### config.mk
export PLATFORM = sky130hd
export DESIGN_NAME = srif_seq
export DESIGN_NICKNAME = d
export VERILOG_FILES = /design/src/rtl/srif_pkg.sv /design/src/rtl/srif_seq.sv
export VERILOG_INCLUDE_DIRS = /design/src /design/src/rtl
export SDC_FILE = /design/constraint.sdc
export NUM_CORES = 1
export LEC_CHECK = 0
export ABC_AREA = 1
export BUFFER_PORTS_ARGS = -buffer_cell sky130_fd_sc_hd__buf_2
export CAP_MARGIN = 20
export CORE_ASPECT_RATIO = 2
export CORE_UTILIZATION = 55
export CTS_CLUSTER_DIAMETER = 60
export DETAILED_ROUTE_END_ITERATION = 10
export PLACE_DENSITY = 0.79
export REMOVE_ABC_BUFFERS = 1
export SLEW_MARGIN = 10
export SYNTH_ARGS = -nofsm -noshare
export SYNTH_HDL_FRONTEND = slang
export SYNTH_SLANG_ARGS = --single-unit
### constraint.sdc
create_clock -name CLK_SYS -period 9.1 [get_ports CLK_SYS]
set_clock_uncertainty 0.2 [all_clocks]
set_input_delay 1.82 -clock CLK_SYS [delete_from_list [all_inputs] [get_ports CLK_SYS]]
set_output_delay 1.82 -clock CLK_SYS [all_outputs]
set_load 0.05 [all_outputs]
### src/rtl/srif_consts.svh
// Constants for the sector retry, interleave and format sequencer
`ifndef SRIF_CONSTS_SVH
`define SRIF_CONSTS_SVH
`define SRIF_OP_RECAL      8'h01
`define SRIF_OP_FMT_DISK   8'h04
`define SRIF_OP_FMT_TRACK  8'h06
`define SRIF_OP_FMT_BAD    8'h07
`define SRIF_OP_READ       8'h08
`define SRIF_B5_RETRY_BIT  7
`define SRIF_B5_NOREREAD_BIT 6
`define SRIF_RETRY_RELOAD  3'h4
`define SRIF_FILL_BYTE     8'h6c
`define SRIF_ERR_NONE      8'h00
`define SRIF_ERR_BADTRK    8'h19
`define SRIF_ERR_UNCORR    8'h11
`define SRIF_ERR_FORMAT    8'h14
`define SRIF_ECC_TIME_MS   50
`define SRIF_CLK_HZ        40000000
`define SRIF_ECC_CYCLES    ((`SRIF_ECC_TIME_MS * `SRIF_CLK_HZ) / 1000)
`endif

### src/rtl/srif_pkg.sv
// Types for the sector retry, interleave and format sequencer
package srif_pkg;
  typedef enum logic [3:0] {
    SRIF_IDLE, SRIF_SEEK0, SRIF_FMT, SRIF_FMT_WAIT, SRIF_RD, SRIF_RD_WAIT,
    SRIF_ECC, SRIF_XFER, SRIF_DONE
  } srif_state_t;
  typedef struct packed {
    logic [7:0]  opcode;
    logic [20:0] lba;
    logic [7:0]  count;
    logic [7:0]  interleave;
    logic [7:0]  ctrl;
  } srif_cmd_t;
  typedef struct packed {
    logic        valid;
    logic        done;
    logic        data_err;
    logic        correctable;
    logic        id_bad;
  } srif_disk_rsp_t;
  typedef struct packed {
    logic        rd;
    logic        fmt;
    logic        bad_flag;
    logic        recal;
    logic [20:0] track;
    logic [7:0]  phys_sec;
    logic [7:0]  fill;
  } srif_disk_req_t;
  typedef struct packed {
    logic [7:0]  code;
    logic [20:0] addr;
  } srif_sense_t;
endpackage

### src/rtl/srif_seq.sv
// Sector retry, interleave and format sequencer
`timescale 1ns/100ps
`include "srif_consts.svh"
module srif_seq #(
  parameter int          SPT         = 32,
  parameter int          TRACKS      = 1224,
  parameter int unsigned ECC_CYCLES  = `SRIF_ECC_CYCLES,
  parameter int          REV_SECTORS = 32
) (
  input  wire logic                    CLK_SYS,
  input  wire logic                    RST,
  input  wire logic                    CMD_VALID,
  input  wire srif_pkg::srif_cmd_t     CMD,
  output logic                         CMD_READY,
  input  wire srif_pkg::srif_disk_rsp_t DISK_RSP,
  output srif_pkg::srif_disk_req_t     DISK_REQ,
  input  wire logic                    SECTOR_PULSE,
  input  wire logic                    HOST_DRAINED,
  output logic                         XFER_START,
  output logic                         DATA_ERR_FLAG,
  output logic                         CMD_DONE,
  output srif_pkg::srif_sense_t        SENSE
);
  import srif_pkg::*;

  typedef struct packed {
    srif_state_t    st;
    srif_cmd_t      cmd;
    srif_disk_req_t req;
    srif_sense_t    sense;
    logic [2:0]     retry;
    logic           reread_used;
    logic [31:0]    wait_cnt;
    logic [7:0]     sec_left;
    logic [7:0]     log_sec;
    logic [7:0]     gap_left;
    logic           xfer;
    logic           err_flag;
    logic           done;
    logic           sp_s1;
    logic           sp_s2;
    logic           sp_prev;
  } srif_regs_t;

  srif_regs_t r_q;
  srif_regs_t r_d;

  // Logical-to-physical sector placement, wraps modulo sectors per track
  function automatic logic [7:0] phys_of(input logic [7:0] lsec, input logic [7:0] ilv);
    logic [15:0] p;
    p = 16'(lsec) * 16'(ilv == 8'h00 ? 8'h01 : ilv);
    return 8'(p % 16'(SPT));
  endfunction

  logic        sec_edge;
  logic [7:0]  ilv_ok;
  assign sec_edge  = r_q.sp_s2 & ~r_q.sp_prev;
  assign ilv_ok    = (CMD.interleave > 8'(SPT - 1)) ? 8'(SPT - 1) : CMD.interleave;
  assign CMD_READY = (r_q.st == SRIF_IDLE);

  always_comb
  begin
    r_d         = r_q;
    r_d.sp_s1   = SECTOR_PULSE;
    r_d.sp_s2   = r_q.sp_s1;
    r_d.sp_prev = r_q.sp_s2;
    r_d.xfer    = 1'b0;
    r_d.done    = 1'b0;
    r_d.req.rd  = 1'b0;
    r_d.req.fmt = 1'b0;
    r_d.req.recal = 1'b0;
    case (r_q.st)
      SRIF_IDLE:
      begin
        if (CMD_VALID)
        begin
          r_d.cmd        = CMD;
          r_d.cmd.interleave = ilv_ok;
          r_d.sense.code = `SRIF_ERR_NONE;
          r_d.err_flag   = 1'b0;
          r_d.req.track  = CMD.lba;
          r_d.req.fill   = `SRIF_FILL_BYTE;
          r_d.req.bad_flag = (CMD.opcode == `SRIF_OP_FMT_BAD);
          r_d.retry      = `SRIF_RETRY_RELOAD;
          r_d.reread_used = 1'b0;
          r_d.log_sec    = 8'h00;
          r_d.sec_left   = (CMD.count == 8'h00) ? 8'h01 : CMD.count;
          case (CMD.opcode)
            `SRIF_OP_RECAL:                      r_d.st = SRIF_SEEK0;
            `SRIF_OP_FMT_DISK, `SRIF_OP_FMT_TRACK,
            `SRIF_OP_FMT_BAD:                    r_d.st = SRIF_FMT;
            `SRIF_OP_READ:                       r_d.st = SRIF_RD;
            default:                             r_d.st = SRIF_DONE;
          endcase
        end
      end
      SRIF_SEEK0:
      begin
        r_d.req.recal = 1'b1;
        r_d.req.track = 21'h0;
        if (DISK_RSP.done)
          r_d.st = SRIF_DONE;
      end
      SRIF_FMT:
      begin
        // flag in every ID when bad-track format
        r_d.req.fmt      = 1'b1;
        r_d.req.phys_sec = phys_of(r_q.log_sec, r_q.cmd.interleave);
        r_d.st           = SRIF_FMT_WAIT;
      end
      SRIF_FMT_WAIT:
      begin
        if (DISK_RSP.done)
        begin
          if (DISK_RSP.data_err)
          begin
            r_d.sense.code = `SRIF_ERR_FORMAT;
            r_d.sense.addr = r_q.req.track;
            r_d.st         = SRIF_DONE;
          end
          else if (r_q.log_sec != 8'(SPT - 1))
          begin
            r_d.log_sec = r_q.log_sec + 8'h01;
            r_d.st      = SRIF_FMT;
          end
          // continue to end of disk
          // A start track past the end must not run on until the address wraps
          else if (r_q.cmd.opcode == `SRIF_OP_FMT_DISK && r_q.req.track < 21'(TRACKS - 1))
          begin
            r_d.log_sec   = 8'h00;
            r_d.req.track = r_q.req.track + 21'h1;
            r_d.st        = SRIF_FMT;
          end
          else
            r_d.st = SRIF_DONE;
        end
      end
      SRIF_RD:
      begin
        r_d.req.rd       = 1'b1;
        r_d.req.phys_sec = phys_of(r_q.log_sec, r_q.cmd.interleave);
        r_d.st           = SRIF_RD_WAIT;
      end
      SRIF_RD_WAIT:
      begin
        if (DISK_RSP.done)
        begin
          if (DISK_RSP.id_bad)
          begin
            r_d.sense.code = `SRIF_ERR_BADTRK;
            r_d.sense.addr = r_q.req.track;
            r_d.st         = SRIF_DONE;
          end
          else if (!DISK_RSP.data_err || DISK_RSP.correctable)
          begin
            r_d.retry       = `SRIF_RETRY_RELOAD;
            r_d.reread_used = 1'b0;
            r_d.xfer        = 1'b1;
            r_d.gap_left    = r_q.cmd.interleave;
            r_d.st          = SRIF_XFER;
          end
          else
          begin
            r_d.wait_cnt = 32'(ECC_CYCLES);
            r_d.st       = SRIF_ECC;
          end
        end
      end
      SRIF_ECC:
      begin
        if (r_q.wait_cnt != 32'h0)
          r_d.wait_cnt = r_q.wait_cnt - 32'h1;
        else if (!r_q.reread_used && !r_q.cmd.ctrl[`SRIF_B5_NOREREAD_BIT])
        begin
          r_d.reread_used = 1'b1;
          r_d.st          = SRIF_RD;
        end
        else if (r_q.cmd.ctrl[`SRIF_B5_RETRY_BIT] && r_q.retry != 3'h0)
        begin
          r_d.retry = r_q.retry - 3'h1;
          r_d.st    = SRIF_RD;
        end
        else
        begin
          r_d.err_flag   = 1'b1;
          r_d.sense.code = `SRIF_ERR_UNCORR;
          r_d.sense.addr = r_q.req.track;
          r_d.st         = SRIF_DONE;
        end
      end
      SRIF_XFER:
      begin
        if (r_q.sec_left == 8'h01)
        begin
          if (HOST_DRAINED)
            r_d.st = SRIF_DONE;
        end
        // drained within gap, else a revolution
        else if (sec_edge)
        begin
          if (r_q.gap_left > 8'h01)
            r_d.gap_left = r_q.gap_left - 8'h01;
          else if (HOST_DRAINED)
          begin
            r_d.sec_left = r_q.sec_left - 8'h01;
            r_d.log_sec  = 8'((r_q.log_sec + 8'h01) % 8'(SPT));
            r_d.st       = SRIF_RD;
          end
          else
            r_d.gap_left = 8'(REV_SECTORS);
        end
      end
      SRIF_DONE:
      begin
        r_d.done = 1'b1;
        r_d.st   = SRIF_IDLE;
      end
      default: r_d.st = SRIF_IDLE;
    endcase
  end

  always_ff @(posedge CLK_SYS or posedge RST)
  begin
    if (RST)
      r_q <= '0;
    else
      r_q <= r_d;
  end

  assign DISK_REQ      = r_q.req;
  assign XFER_START    = r_q.xfer;
  assign DATA_ERR_FLAG = r_q.err_flag;
  assign CMD_DONE      = r_q.done;
  assign SENSE         = r_q.sense;

  reload_clean_a: assert property (@(posedge CLK_SYS) disable iff (RST)
    (r_q.st == SRIF_RD_WAIT && DISK_RSP.done && !DISK_RSP.data_err && !DISK_RSP.id_bad)
      |=> r_q.retry == `SRIF_RETRY_RELOAD)
    else $error("retry not reloaded");
  bad_track_a: assert property (@(posedge CLK_SYS) disable iff (RST)
    (r_q.st == SRIF_RD_WAIT && DISK_RSP.done && DISK_RSP.id_bad)
      |=> r_q.sense.code == `SRIF_ERR_BADTRK ##1 CMD_DONE)
    else $error("bad track not reported");
  reread_go_a: assert property (@(posedge CLK_SYS) disable iff (RST)
    (r_q.st == SRIF_ECC && r_q.wait_cnt == 0 && !r_q.reread_used
      && !r_q.cmd.ctrl[`SRIF_B5_NOREREAD_BIT]) |=> r_q.st == SRIF_RD ##1 DISK_REQ.rd)
    else $error("re-read missing");
  no_retry_a: assert property (@(posedge CLK_SYS) disable iff (RST)
    (r_q.st == SRIF_ECC && r_q.wait_cnt == 0 && r_q.reread_used
      && !r_q.cmd.ctrl[`SRIF_B5_RETRY_BIT]) |=> r_q.st == SRIF_DONE)
    else $error("retry without enable");
  exhaust_a: assert property (@(posedge CLK_SYS) disable iff (RST)
    (r_q.st == SRIF_ECC && r_q.wait_cnt == 0 && r_q.reread_used && r_q.retry == 0)
      |=> DATA_ERR_FLAG && SENSE.code == `SRIF_ERR_UNCORR)
    else $error("uncorrectable not flagged");
  ecc_hold_a: assert property (@(posedge CLK_SYS) disable iff (RST)
    (r_q.st == SRIF_ECC && r_q.wait_cnt != 0) |=> r_q.st == SRIF_ECC && !DISK_REQ.rd)
    else $error("read during correction");
  fill_a: assert property (@(posedge CLK_SYS) disable iff (RST)
    DISK_REQ.fmt |-> DISK_REQ.fill == `SRIF_FILL_BYTE)
    else $error("wrong fill byte");
  recal_a: assert property (@(posedge CLK_SYS) disable iff (RST)
    DISK_REQ.recal |-> DISK_REQ.track == 0)
    else $error("recal not to zero");
  fmt_err_a: assert property (@(posedge CLK_SYS) disable iff (RST)
    (r_q.st == SRIF_FMT_WAIT && DISK_RSP.done && DISK_RSP.data_err)
      |=> SENSE.addr == $past(r_q.req.track) ##1 CMD_DONE)
    else $error("format error address wrong");
  place_a: assert property (@(posedge CLK_SYS) disable iff (RST)
    (r_q.st == SRIF_FMT) |=> DISK_REQ.phys_sec == phys_of($past(r_q.log_sec),
      r_q.cmd.interleave))
    else $error("wrong physical sector");

  fmt_cov_c:  cover property (@(posedge CLK_SYS) r_q.st == SRIF_FMT_WAIT ##1 r_q.st == SRIF_FMT);
  retry_cov_c: cover property (@(posedge CLK_SYS) r_q.st == SRIF_ECC ##1 r_q.st == SRIF_RD);
  rev_cov_c:  cover property (@(posedge CLK_SYS) r_q.st == SRIF_XFER && sec_edge
    && r_q.gap_left <= 1 && !HOST_DRAINED && r_q.sec_left > 1);
  done_cov_c: cover property (@(posedge CLK_SYS) CMD_DONE && SENSE.code == `SRIF_ERR_NONE);
endmodule

* Yosys cells after proc, flatten, opt, wreduce, memory -nomap -nowiden *
Cells that the tools add are included.

cells by class
  add/sub/neg operators = 6
  multiply operators = 1
  order comparisons = 3
  equality and inequality tests = 44
  muxes and demuxes = 74
  bitwise logic cells = 2
  reductions and logical operators = 35

operators by type and width
  cell                   number
  $pmux 21 s3            2
  $mux 29                4
  $mux 21                5
  $mux 32                3
  $mux 8                 10
  $mux 4                 17
  $mux 65                1
  $pmux 32 s2            1
  $mux 57                1
  $mux 16                3
  $mux 24                2
  $ne 2x2->1 const B     22
  $mux 36                1
  $mux 33                1
  $eq 8x3->1 const B     4
  $pmux 4 s8             1
  $pmux 8 s2             2
  $pmux 8 s4             1
  $reduce_bool 32->1     1
  $sub 32x1->32 const B  1
  $mux 9                 3
  $reduce_and 9->1       3
  $pmux 4 s3             2
  $pmux 8 s3             1
  37 further kinds       73

word-level totals
  register bits after elaboration = 183
  bits of input ports = 63
  output and inout port bits = 74
  logic and storage cells = 192

* Longest topological paths before layout *
Gate-level depths: netlist of the first run.

  depth in word-level cells = 7
  mapped depth = 21
  mapped depth without buffers = 20

* Least setup slack after synthesis of the first run *
OpenSTA, ideal clock, no wires.

  path kind = reg-to-reg
  start point = register r_q[14] (netlist bit)
  end point = register r_q, in the netlist DISK_REQ[12]
  setup time = 118 ps
  arrival time = 2858 ps
  data required time = 8782 ps
  slack = 5924 ps
  cell stages (with the launch flop) = 22
  buffers on the path = 1
  clock period less this slack = 3176 ps
  cells stage by stage = dfrtp_1 clkbuf_1 nand2_1 inv_1 ha_1 ha_1 inv_1 fa_1 inv_1 fa_1 inv_1 nand2_1 nand2_1 inv_1 nand2_1 nand2_1 nand2_1 inv_1 nor2_1 nand2_1 nand3_1 nand2_1

between the ends
  word-level cells in the longest chain between the ends = 1

RTL lines
  item                    line             source
  from (decl)             srif_seq.sv:45   srif_regs_t r_q;
  from (signal assigned)  srif_seq.sv:227  r_q <= r_d;
  $mul 8x8->5             srif_seq.sv:51   p = 16'(lsec) * 16'(ilv == 8'h00 ? 8'h01 : ilv);

Every way passes these cells.
A chain may end at the register's enable or synchronous reset.

* Worst setup path in the final report of the first run *
  start point = input CMD_VALID
  end point = register r_q[23] (netlist bit)

between the ends
  word-level cells in the longest chain between the ends = 2

RTL lines
  item                               line            source
  from (decl)                        srif_seq.sv:12  input wire logic CMD_VALID,
  $ne 2x2->1 (no source line)        n/a
  $reduce_and 6->1 (no source line)  n/a

Every way passes these cells.

==> qor.csv, run 1 <==
stage;metric;value;unit
detailed_routing;viasPerCell;5.38;
hold_path;min_to;r_d[0]$_DFF_PP0_;
setup_path;cp_common_cell;nand2_1;
outcome;status;finished clean;
hold_path;holdCritStartpoint;r_d[1]$_DFF_PP0_;
timing;rsz0062_at_grt;no;
place;dp_hpwl;18000;um
global_routing;grt_usage;0.285;
setup_path;r2r_setup_slack;5.69;ns
timing;timing.final.crit_period;3.58;ns
cts;post_cts_buffers;0;
power;power_leakage;5.72;nW
setup_path;end_kind;flip-flop;
global_routing;antenna_found_initial;0;
detailed_routing;drc;0;
setup_path;timing.rr.start;r_q[14]$_DFFE_PP0P_;
yosys;syn_area;0.00969;mm^2
cells_and_area;finalNonFillerCells;1654;
detailed_routing;routed_wl;24500;um
timing;slew_viol_final;0;
detailed_routing;detail-route-antenna-nets;0;
cts;cts_root_buf;clkbuf_16;
hold_path;min_path_type;flip-flop to flip-flop;
floorplan;die_h;190;um
cts;path_clk_slew;0.06;ns
cts;hold_buffers;0;
power;peakVddDrop;0.137;mV
place;numPortBuffers;118;
setup_path;crit_fanout;24;
yosys;syn_inst;1385;
cts;cts_buffer_depth;2;
cts;cts_sinks;144;
detailed_routing;dr.pass1.iters;5;
floorplan;core;0.0173;mm^2
place;placed_cells;1622;
global_routing;grt_pass1_wl;39900;um
timing;hold_viol_final;0;
timing;finalSetupTns;0;ns
setup_path;r2r_cells;20;
yosys;avgSynthCellArea;6.99;um^2
timing;relSlewSlack;0.369;
floorplan;io_pins;137;
floorplan;fp.dieW;95.8;um
setup_path;worstPathRequired;9.26;ns
detailed_routing;drt-wirelength-per-cell;14.8;um
yosys;synth_edf_count;0;
place;gp_congestion;0.988;
cells_and_area;n_antenna_cell;0;
floorplan;rows;68;
cells_and_area;areaGrowthSynthToFinish;7.92;%
detailed_routing;highest_layer;met4;
yosys;synth_cell_types;49;
setup_path;regToRegEndpoint;DISK_REQ[12]$_DFFE_PP0P_;
global_routing;grt_pass1_vias;8828;
cts;cts_tree;built;
cts;cts_resized;0;
cts;htree_levels;4;
global_routing;grt_overflow;0;
power;power_density;254;mW/mm^2
setup_path;cp-start-kind;input pin;
yosys;yosysSeqAreaShare;0.372;
detailed_routing;wl_met3;1020;um
setup_path;crit_path_max_incr_delay;0.63;ns
cells_and_area;fin_nets;1511;
yosys;ys_async_sr_fraction;1.00;
detailed_routing;m1WireLength;8650;um
timing;worst_pin_slew;0.943;ns
global_routing;grt_max_degree;76;
yosys;synth_seq_cells;144;
detailed_routing;routed-via-count;8904;
timing;timing.fmax;279;MHz
detailed_routing;dr_wl_met2;13200;um
setup_path;crit_arrival;3.74;ns
cts;numCtsBuffers;17;
detailed_routing;drt_iter0_markers;466;
floorplan;initial_core_util;0.561;
setup_path;worstSetupPathType;input pin to flip-flop;
cts;insertion_delay;0.43;ns
floorplan;die_area;0.0182;mm^2
setup_path;worstPathCellList;buf_2 -> nand2_1 -> inv_2 -> o21ai_1 -> nand2_1 -> nand2_1;
setup_path;crit_slowest_cell;nand2_1;
yosys;ys.flop_type;dfrtp_1;
cells_and_area;drive_gt1_frac;0.184;
run;cap_violations;0;
timing;finalSetupViolations;0;
yosys;ys_warn_count;0;
hold_path;whs_path_depth;0;
timing;fin_crit_sh;0.393;
-- report_power, final --
part,total (W),switching (W),internal (W)
clock,0.000699,0.000274,0.000425
sequential,0.000917,0.000156,0.000761
combinational,0.00104,0.000769,0.000272
total,0.00266,0.00120,0.00146
-- cell usage after synthesis (4+ instances only) --
cell type | count | area (um^2)
nand2_4 | 6 | 67.6
inv_1 | 126 | 473
o21ai_1 | 11 | 55.1
a21oi_1 | 15 | 75.1
xor2_1 | 12 | 105
nand2_2 | 30 | 188
nand3b_1 | 4 | 30.0
xnor2_1 | 4 | 35.0
buf_6 | 6 | 67.6
clkbuf_1 | 12 | 45.0
nor2_2 | 8 | 50.1
nand3_1 | 98 | 490
buf_2 | 10 | 50.1
nor2_4 | 4 | 45.0
o21ai_0 | 68 | 340
or2_2 | 17 | 106
nor2_1 | 156 | 586
nand2_1 | 464 | 1740
dfrtp_1 | 144 | 3600
o22ai_1 | 5 | 31.3
nand4_1 | 15 | 93.8
o21ai_2 | 28 | 245
buf_4 | 74 | 556
inv_2 | 12 | 45.0
ha_1 | 15 | 188
nor3_1 | 10 | 50.1
-- through the flow --
stage / power [W] / cell area, um^2 / hold WS [ns] / utilization / setup WS (ns)
floorplan: 0.00166 / 8990 / 0.131 / - / 3.21
CTS: 0.00266 / 10500 / 0.159 / 0.605 / 5.56
detailed placement: 0.00196 / 9870 / 0.138 / 0.571 / 5.14
finish: 0.00266 / 10500 / 0.152 / 0.605 / 5.52
global placement: 0.00193 / 9870 / 0.138 / 0.571 / 5.15
global route: 0.00282 / 10500 / 0.172 / 0.605 / 5.31
-- how the worst max path moves through the flow --
stage	from	end	slack, ns
2_1_floorplan	RST	CMD_DONE$_DFF_PP0_	3.21
3_3_place_gp	CMD_VALID	r_q[27]$_DFFE_PP0P_	5.15
3_5_place_dp	CMD_VALID	r_q[22]$_DFFE_PP0P_	5.14
4_1_cts	r_q[189]$_DFFE_PP0P_	CMD_READY	5.56
5_1_grt	CMD_VALID	r_q[23]$_DFFE_PP0P_	5.31
6_report	CMD_VALID	r_q[23]$_DFFE_PP0P_	5.52
-- logic make-up (layout without fill, tap and decap cells) --
group,count (synthesis),after routing,synth area share
buffers and inverters,242,291,0.130
adder cells (fa/ha/maj),17,17,0.0235
AO/OA/AOI/OAI,144,144,0.0928
AND/OR/NAND/NOR,821,821,0.367
flip-flops,144,144,0.372
other,1,11,0.000387
XOR/XNOR,16,16,0.0145
-- placed cells by master (no fill, tap or decap), drive strengths merged, types with 2 or more instances in the layout --
cell type,synthesis,layout
a21oi,17,17
buf,90,120
bufinv,0,2
clkbuf,13,23
clkinv,0,5
clkinvlp,0,2
conb,1,11
dfrtp,144,144
fa,2,2
ha,15,15
inv,139,139
nand2,500,500
nand3,101,101
nand3b,4,4
nand4,15,15
nor2,169,169
nor3,11,11
o21ai,109,109
o21bai,3,3
o22ai,5,5
o31ai,3,3
or2,17,17
xnor2,4,4
xor2,12,12
-- registers in the layout (all words and copies together) (netlist names) --
| signal | cells |
|---|---|
| CMD_DONE | 1 |
| r_q | 83 |
| DATA_ERR_FLAG | 1 |
| XFER_START | 1 |
| SENSE | 25 |
| r_d | 2 |
| DISK_REQ | 31 |
-- layer usage --
layer	vias to the layer above	GRT usage
met4	0	0.205
met3	107	0.0388
met5	-	0
met1	4117	0.280
li1	4376	-
met2	304	0.525
-- cell type report --
class | instances | area, um^2
fill | 1642 | 6820
sequential | 144 | 3600
multi-input combinational | 1009 | 4870
timing repair buffer | 120 | 606
clock buffer | 23 | 478
clock inverter | 9 | 108
tap | 210 | 263
inverter | 139 | 529
-- critical path: cells and delay by family --
| family | cells | cell delay [ns] |
|---|---|---|
| and+or+nand+nor | 3 | 0.84 |
| AOI/OAI and AO/OA | 1 | 0.60 |
| buffers and inverters | 2 | 0.46 |
(Power assumes the default switching activity.)
==> inputs of run 2 (changes only) <==
--- a/config.mk
+++ b/config.mk
@@ -10,10 +10,10 @@
 export BUFFER_PORTS_ARGS = -buffer_cell sky130_fd_sc_hd__buf_2
 export CAP_MARGIN = 20
 export CORE_ASPECT_RATIO = 2
-export CORE_UTILIZATION = 55
+export CORE_UTILIZATION = 53
 export CTS_CLUSTER_DIAMETER = 60
 export DETAILED_ROUTE_END_ITERATION = 10
-export PLACE_DENSITY = 0.79
+export PLACE_DENSITY = 0.8
 export REMOVE_ABC_BUFFERS = 1
 export SLEW_MARGIN = 10
 export SYNTH_ARGS = -nofsm -noshare
==> constraint.sdc (replaced) <==
create_clock -name CLK_SYS -period 3.07 [get_ports CLK_SYS]
set_clock_uncertainty 0.2 [all_clocks]
set_input_delay 0.614 -clock CLK_SYS [delete_from_list [all_inputs] [get_ports CLK_SYS]]
set_output_delay 0.614 -clock CLK_SYS [all_outputs]
set_load 0.05 [all_outputs]
==> run 2 against run 1 <==
- the flow now finishes with violations (negative setup slack)
- clock power rose to 3.0 times the previous value
- cell area rose by 2.0%
- register-to-register slack got worse by 5.7 ns
- first-iteration DRC count down 17%
- critical path type is now flip-flop to flip-flop
- largest cell class unchanged
- largest power group unchanged
==> qor.csv, run 2 (synthesis gave the netlist of run 1 again) <==
stage;metric;value;unit;change
cells_and_area;n_antenna_cell;0;;unchanged
cts;cts_tree;built;;unchanged
run;cap_violations;0;;unchanged
setup_path;crit_arrival;3.19;ns;was 3.74 ns
cts;insertion_delay;0.43;ns;about the same
global_routing;grt_pass1_wl;41300;um;was 39900 um
global_routing;grt_pass1_vias;8896;;was 8828
outcome;violations;negative setup slack;;
cts;cts_buffer_depth;2;;unchanged
cts;htree_levels;4;;unchanged
cts;numCtsBuffers;17;;unchanged
global_routing;antenna_found_initial;0;;unchanged
timing;worst_pin_slew;0.831;ns;was 0.943 ns
detailed_routing;drc;0;;unchanged
setup_path;r2r_cells;20;;unchanged
cells_and_area;nFillCells;1670;;was 1642
setup_path;crit_fanout;3;;was 24
timing;fin_crit_sh;1.00;;
timing;timing.final.crit_period;3.07;ns;
detailed_routing;detail-route-antenna-nets;0;;unchanged
detailed_routing;dr.pass1.iters;5;;unchanged
place;dp_hpwl;19000;um;was 18000 um
cells_and_area;fin_nets;1528;;was 1511
timing;timing.fmax;325;MHz;
cells_and_area;areaGrowthSynthToFinish;10.0;%;was 7.92%
global_routing;grt_usage;0.277;;was 0.285
floorplan;die_area;0.0189;mm^2;was 0.0182 mm^2
setup_path;worstPathRequired;3.19;ns;was 9.26 ns
detailed_routing;drt_iter0_markers;385;;was 466
setup_path;end_kind;flip-flop;;unchanged
floorplan;fp.dieW;97.6;um;was 95.8 um
detailed_routing;routed-via-count;9051;;was 8904
timing;relSlewSlack;0.444;;was 0.369
timing;rsz0062_at_grt;yes;;was no
outcome;status;finished with violations;;was finished clean
setup_path;timing.rr.start;r_q[147]$_DFFE_PP0P_;;was r_q[14]$_DFFE_PP0P_
cts;cts_sinks;144;;unchanged
detailed_routing;routed_wl;25400;um;was 24500 um
setup_path;r2r_setup_slack;-0.005;ns;was 5.69 ns
cells_and_area;mostFrequentLayoutCell;nand2_1;;unchanged
floorplan;core;0.0178;mm^2;was 0.0173 mm^2
setup_path;worstSetupPathType;flip-flop to flip-flop;;was input pin to flip-flop
power;peakVddDrop;0.522;mV;was 0.137 mV
hold_path;min_path_type;input pin to asynchronous set/reset pin;;was flip-flop to flip-flop
global_routing;grt_max_degree;56;;was 76
timing;hold_viol_final;0;;unchanged
cells_and_area;drive_gt1_frac;0.205;;was 0.184
power;power_leakage;5.80;nW;was 5.72 nW
global_routing;grt_overflow;0;;unchanged
setup_path;cp-start-kind;flip-flop;;was input pin
cells_and_area;largest_register;r_q;;unchanged
floorplan;io_pins;137;;unchanged
place;gp_congestion;0.970;;was 0.988
place;numPortBuffers;118;;unchanged
cells_and_area;final_util;0.599;;was 0.605
detailed_routing;viasPerCell;5.41;;was 5.38
timing;hold_slack;0.0320;ns;was 0.152 ns
power;power_density;753;mW/mm^2;was 254 mW/mm^2
floorplan;rows;69;;was 68
detailed_routing;drt-wirelength-per-cell;15.2;um;was 14.8 um
floorplan;die_h;193;um;was 190 um
timing;finalSetupViolations;1;;was 0
setup_path;regToRegEndpoint;DISK_REQ[12]$_DFFE_PP0P_;;unchanged
timing;setup_slack;-0.00460;ns;was 5.52 ns
floorplan;initial_core_util;0.545;;was 0.561
cells_and_area;mostFrequentLayoutCells;nand2_1, nor2_1, dfrtp_1;;unchanged
cts;cts_root_buf;clkbuf_16;;unchanged
cts;path_clk_slew;0.06;ns;about the same
timing;slew_viol_final;0;;unchanged
cells_and_area;largest_reg_flops;83;;unchanged
==> run 2: power by group <==
group	switching [W]	internal (W)	total [W]	leakage, nW
clock	0.000816	0.00130	0.00211	0.290
combinational	0.00234	0.000866	0.00321	3.63
sequential	0.000440	0.00226	0.00270	1.88
total	0.00360	0.00442	0.00802	5.80
==> run 2: critical path, stage by stage (launching register included) <==
cell and delay (ns):
dfrtp_1 0.40, nand2_2 0.09, inv_2 0.05, ha_4 0.24, ha_4 0.26, inv_2 0.03, fa_1 0.51, inv_2 0.05
fa_2 0.41, inv_2 0.07, nand2_2 0.06, nand2_2 0.07, inv_1 0.05, nand2_1 0.06, nand2_2 0.07, nand2_2 0.07
inv_1 0.04, nor2_1 0.07, nand2_1 0.07, nand3_2 0.06, nand2_1 0.06
==> run 2: final cells by class <==
cell class / instances / area [um^2] / share of cell area
multi-input combinational: 1009 / 4910 / 0.461
sequential: 144 / 3600 / 0.338
timing repair buffer: 137 / 746 / 0.0700
inverter: 139 / 529 / 0.0497
clock buffer: 22 / 494 / 0.0464
tap: 213 / 267 / 0.0250
clock inverter: 9 / 106 / 0.00998
==> run 2: worst max-delay path by stage <==
stage                              start  slack [ns]                  endpoint  cells past startpoint
finish              r_q[147]$_DFFE_PP0P_      -0.005  DISK_REQ[12]$_DFFE_PP0P_                     20
global placement     r_q[14]$_DFFE_PP0P_       -0.03  DISK_REQ[12]$_DFFE_PP0P_                     20
CTS                 r_q[146]$_DFFE_PP0P_       0.003  DISK_REQ[12]$_DFFE_PP0P_                     22
detailed placement   r_q[14]$_DFFE_PP0P_       -0.11  DISK_REQ[12]$_DFFE_PP0P_                     20
global route        r_q[147]$_DFFE_PP0P_       -0.11  DISK_REQ[12]$_DFFE_PP0P_                     18
floorplan                            RST       -1.61        CMD_DONE$_DFF_PP0_                      1
==> run 2: routing by layer <==
| layer | track usage | vias up | part of all wire |
|---|---|---|---|
| met4 | 0.219 | 0 | 0.076 |
| met1 | 0.269 | 4199 | 0.35 |
| li1 | - | 4410 | - |
| met2 | 0.517 | 312 | 0.53 |
| met3 | 0.0422 | 130 | 0.045 |
| met5 | 0 | - | 0 |
==> run 2: metrics by stage <==
stage / TNS, ns / worst slack (ns) / instance area [um^2] / cells / power (W)
detailed placement: -0.105 / -0.105 / 10000 / 1642 / 0.00588
floorplan: -231.90 / -1.61 / 8990 / 1292 / 0.00493
CTS: 0 / 0.00278 / 10600 / 1674 / 0.00801
global placement: -0.0340 / -0.0340 / 10000 / 1642 / 0.00580
finish: -0.00460 / -0.00460 / 10700 / 1673 / 0.00802
global route: -0.115 / -0.115 / 10700 / 1673 / 0.00849
==> run 2: timing repair <==
item                                    CTS  global route
buffers inserted                          1             0
pin swaps                                 5             8
hold buffers                              0             0
endpoints found under the setup margin    1             1
resized for setup                         8             8
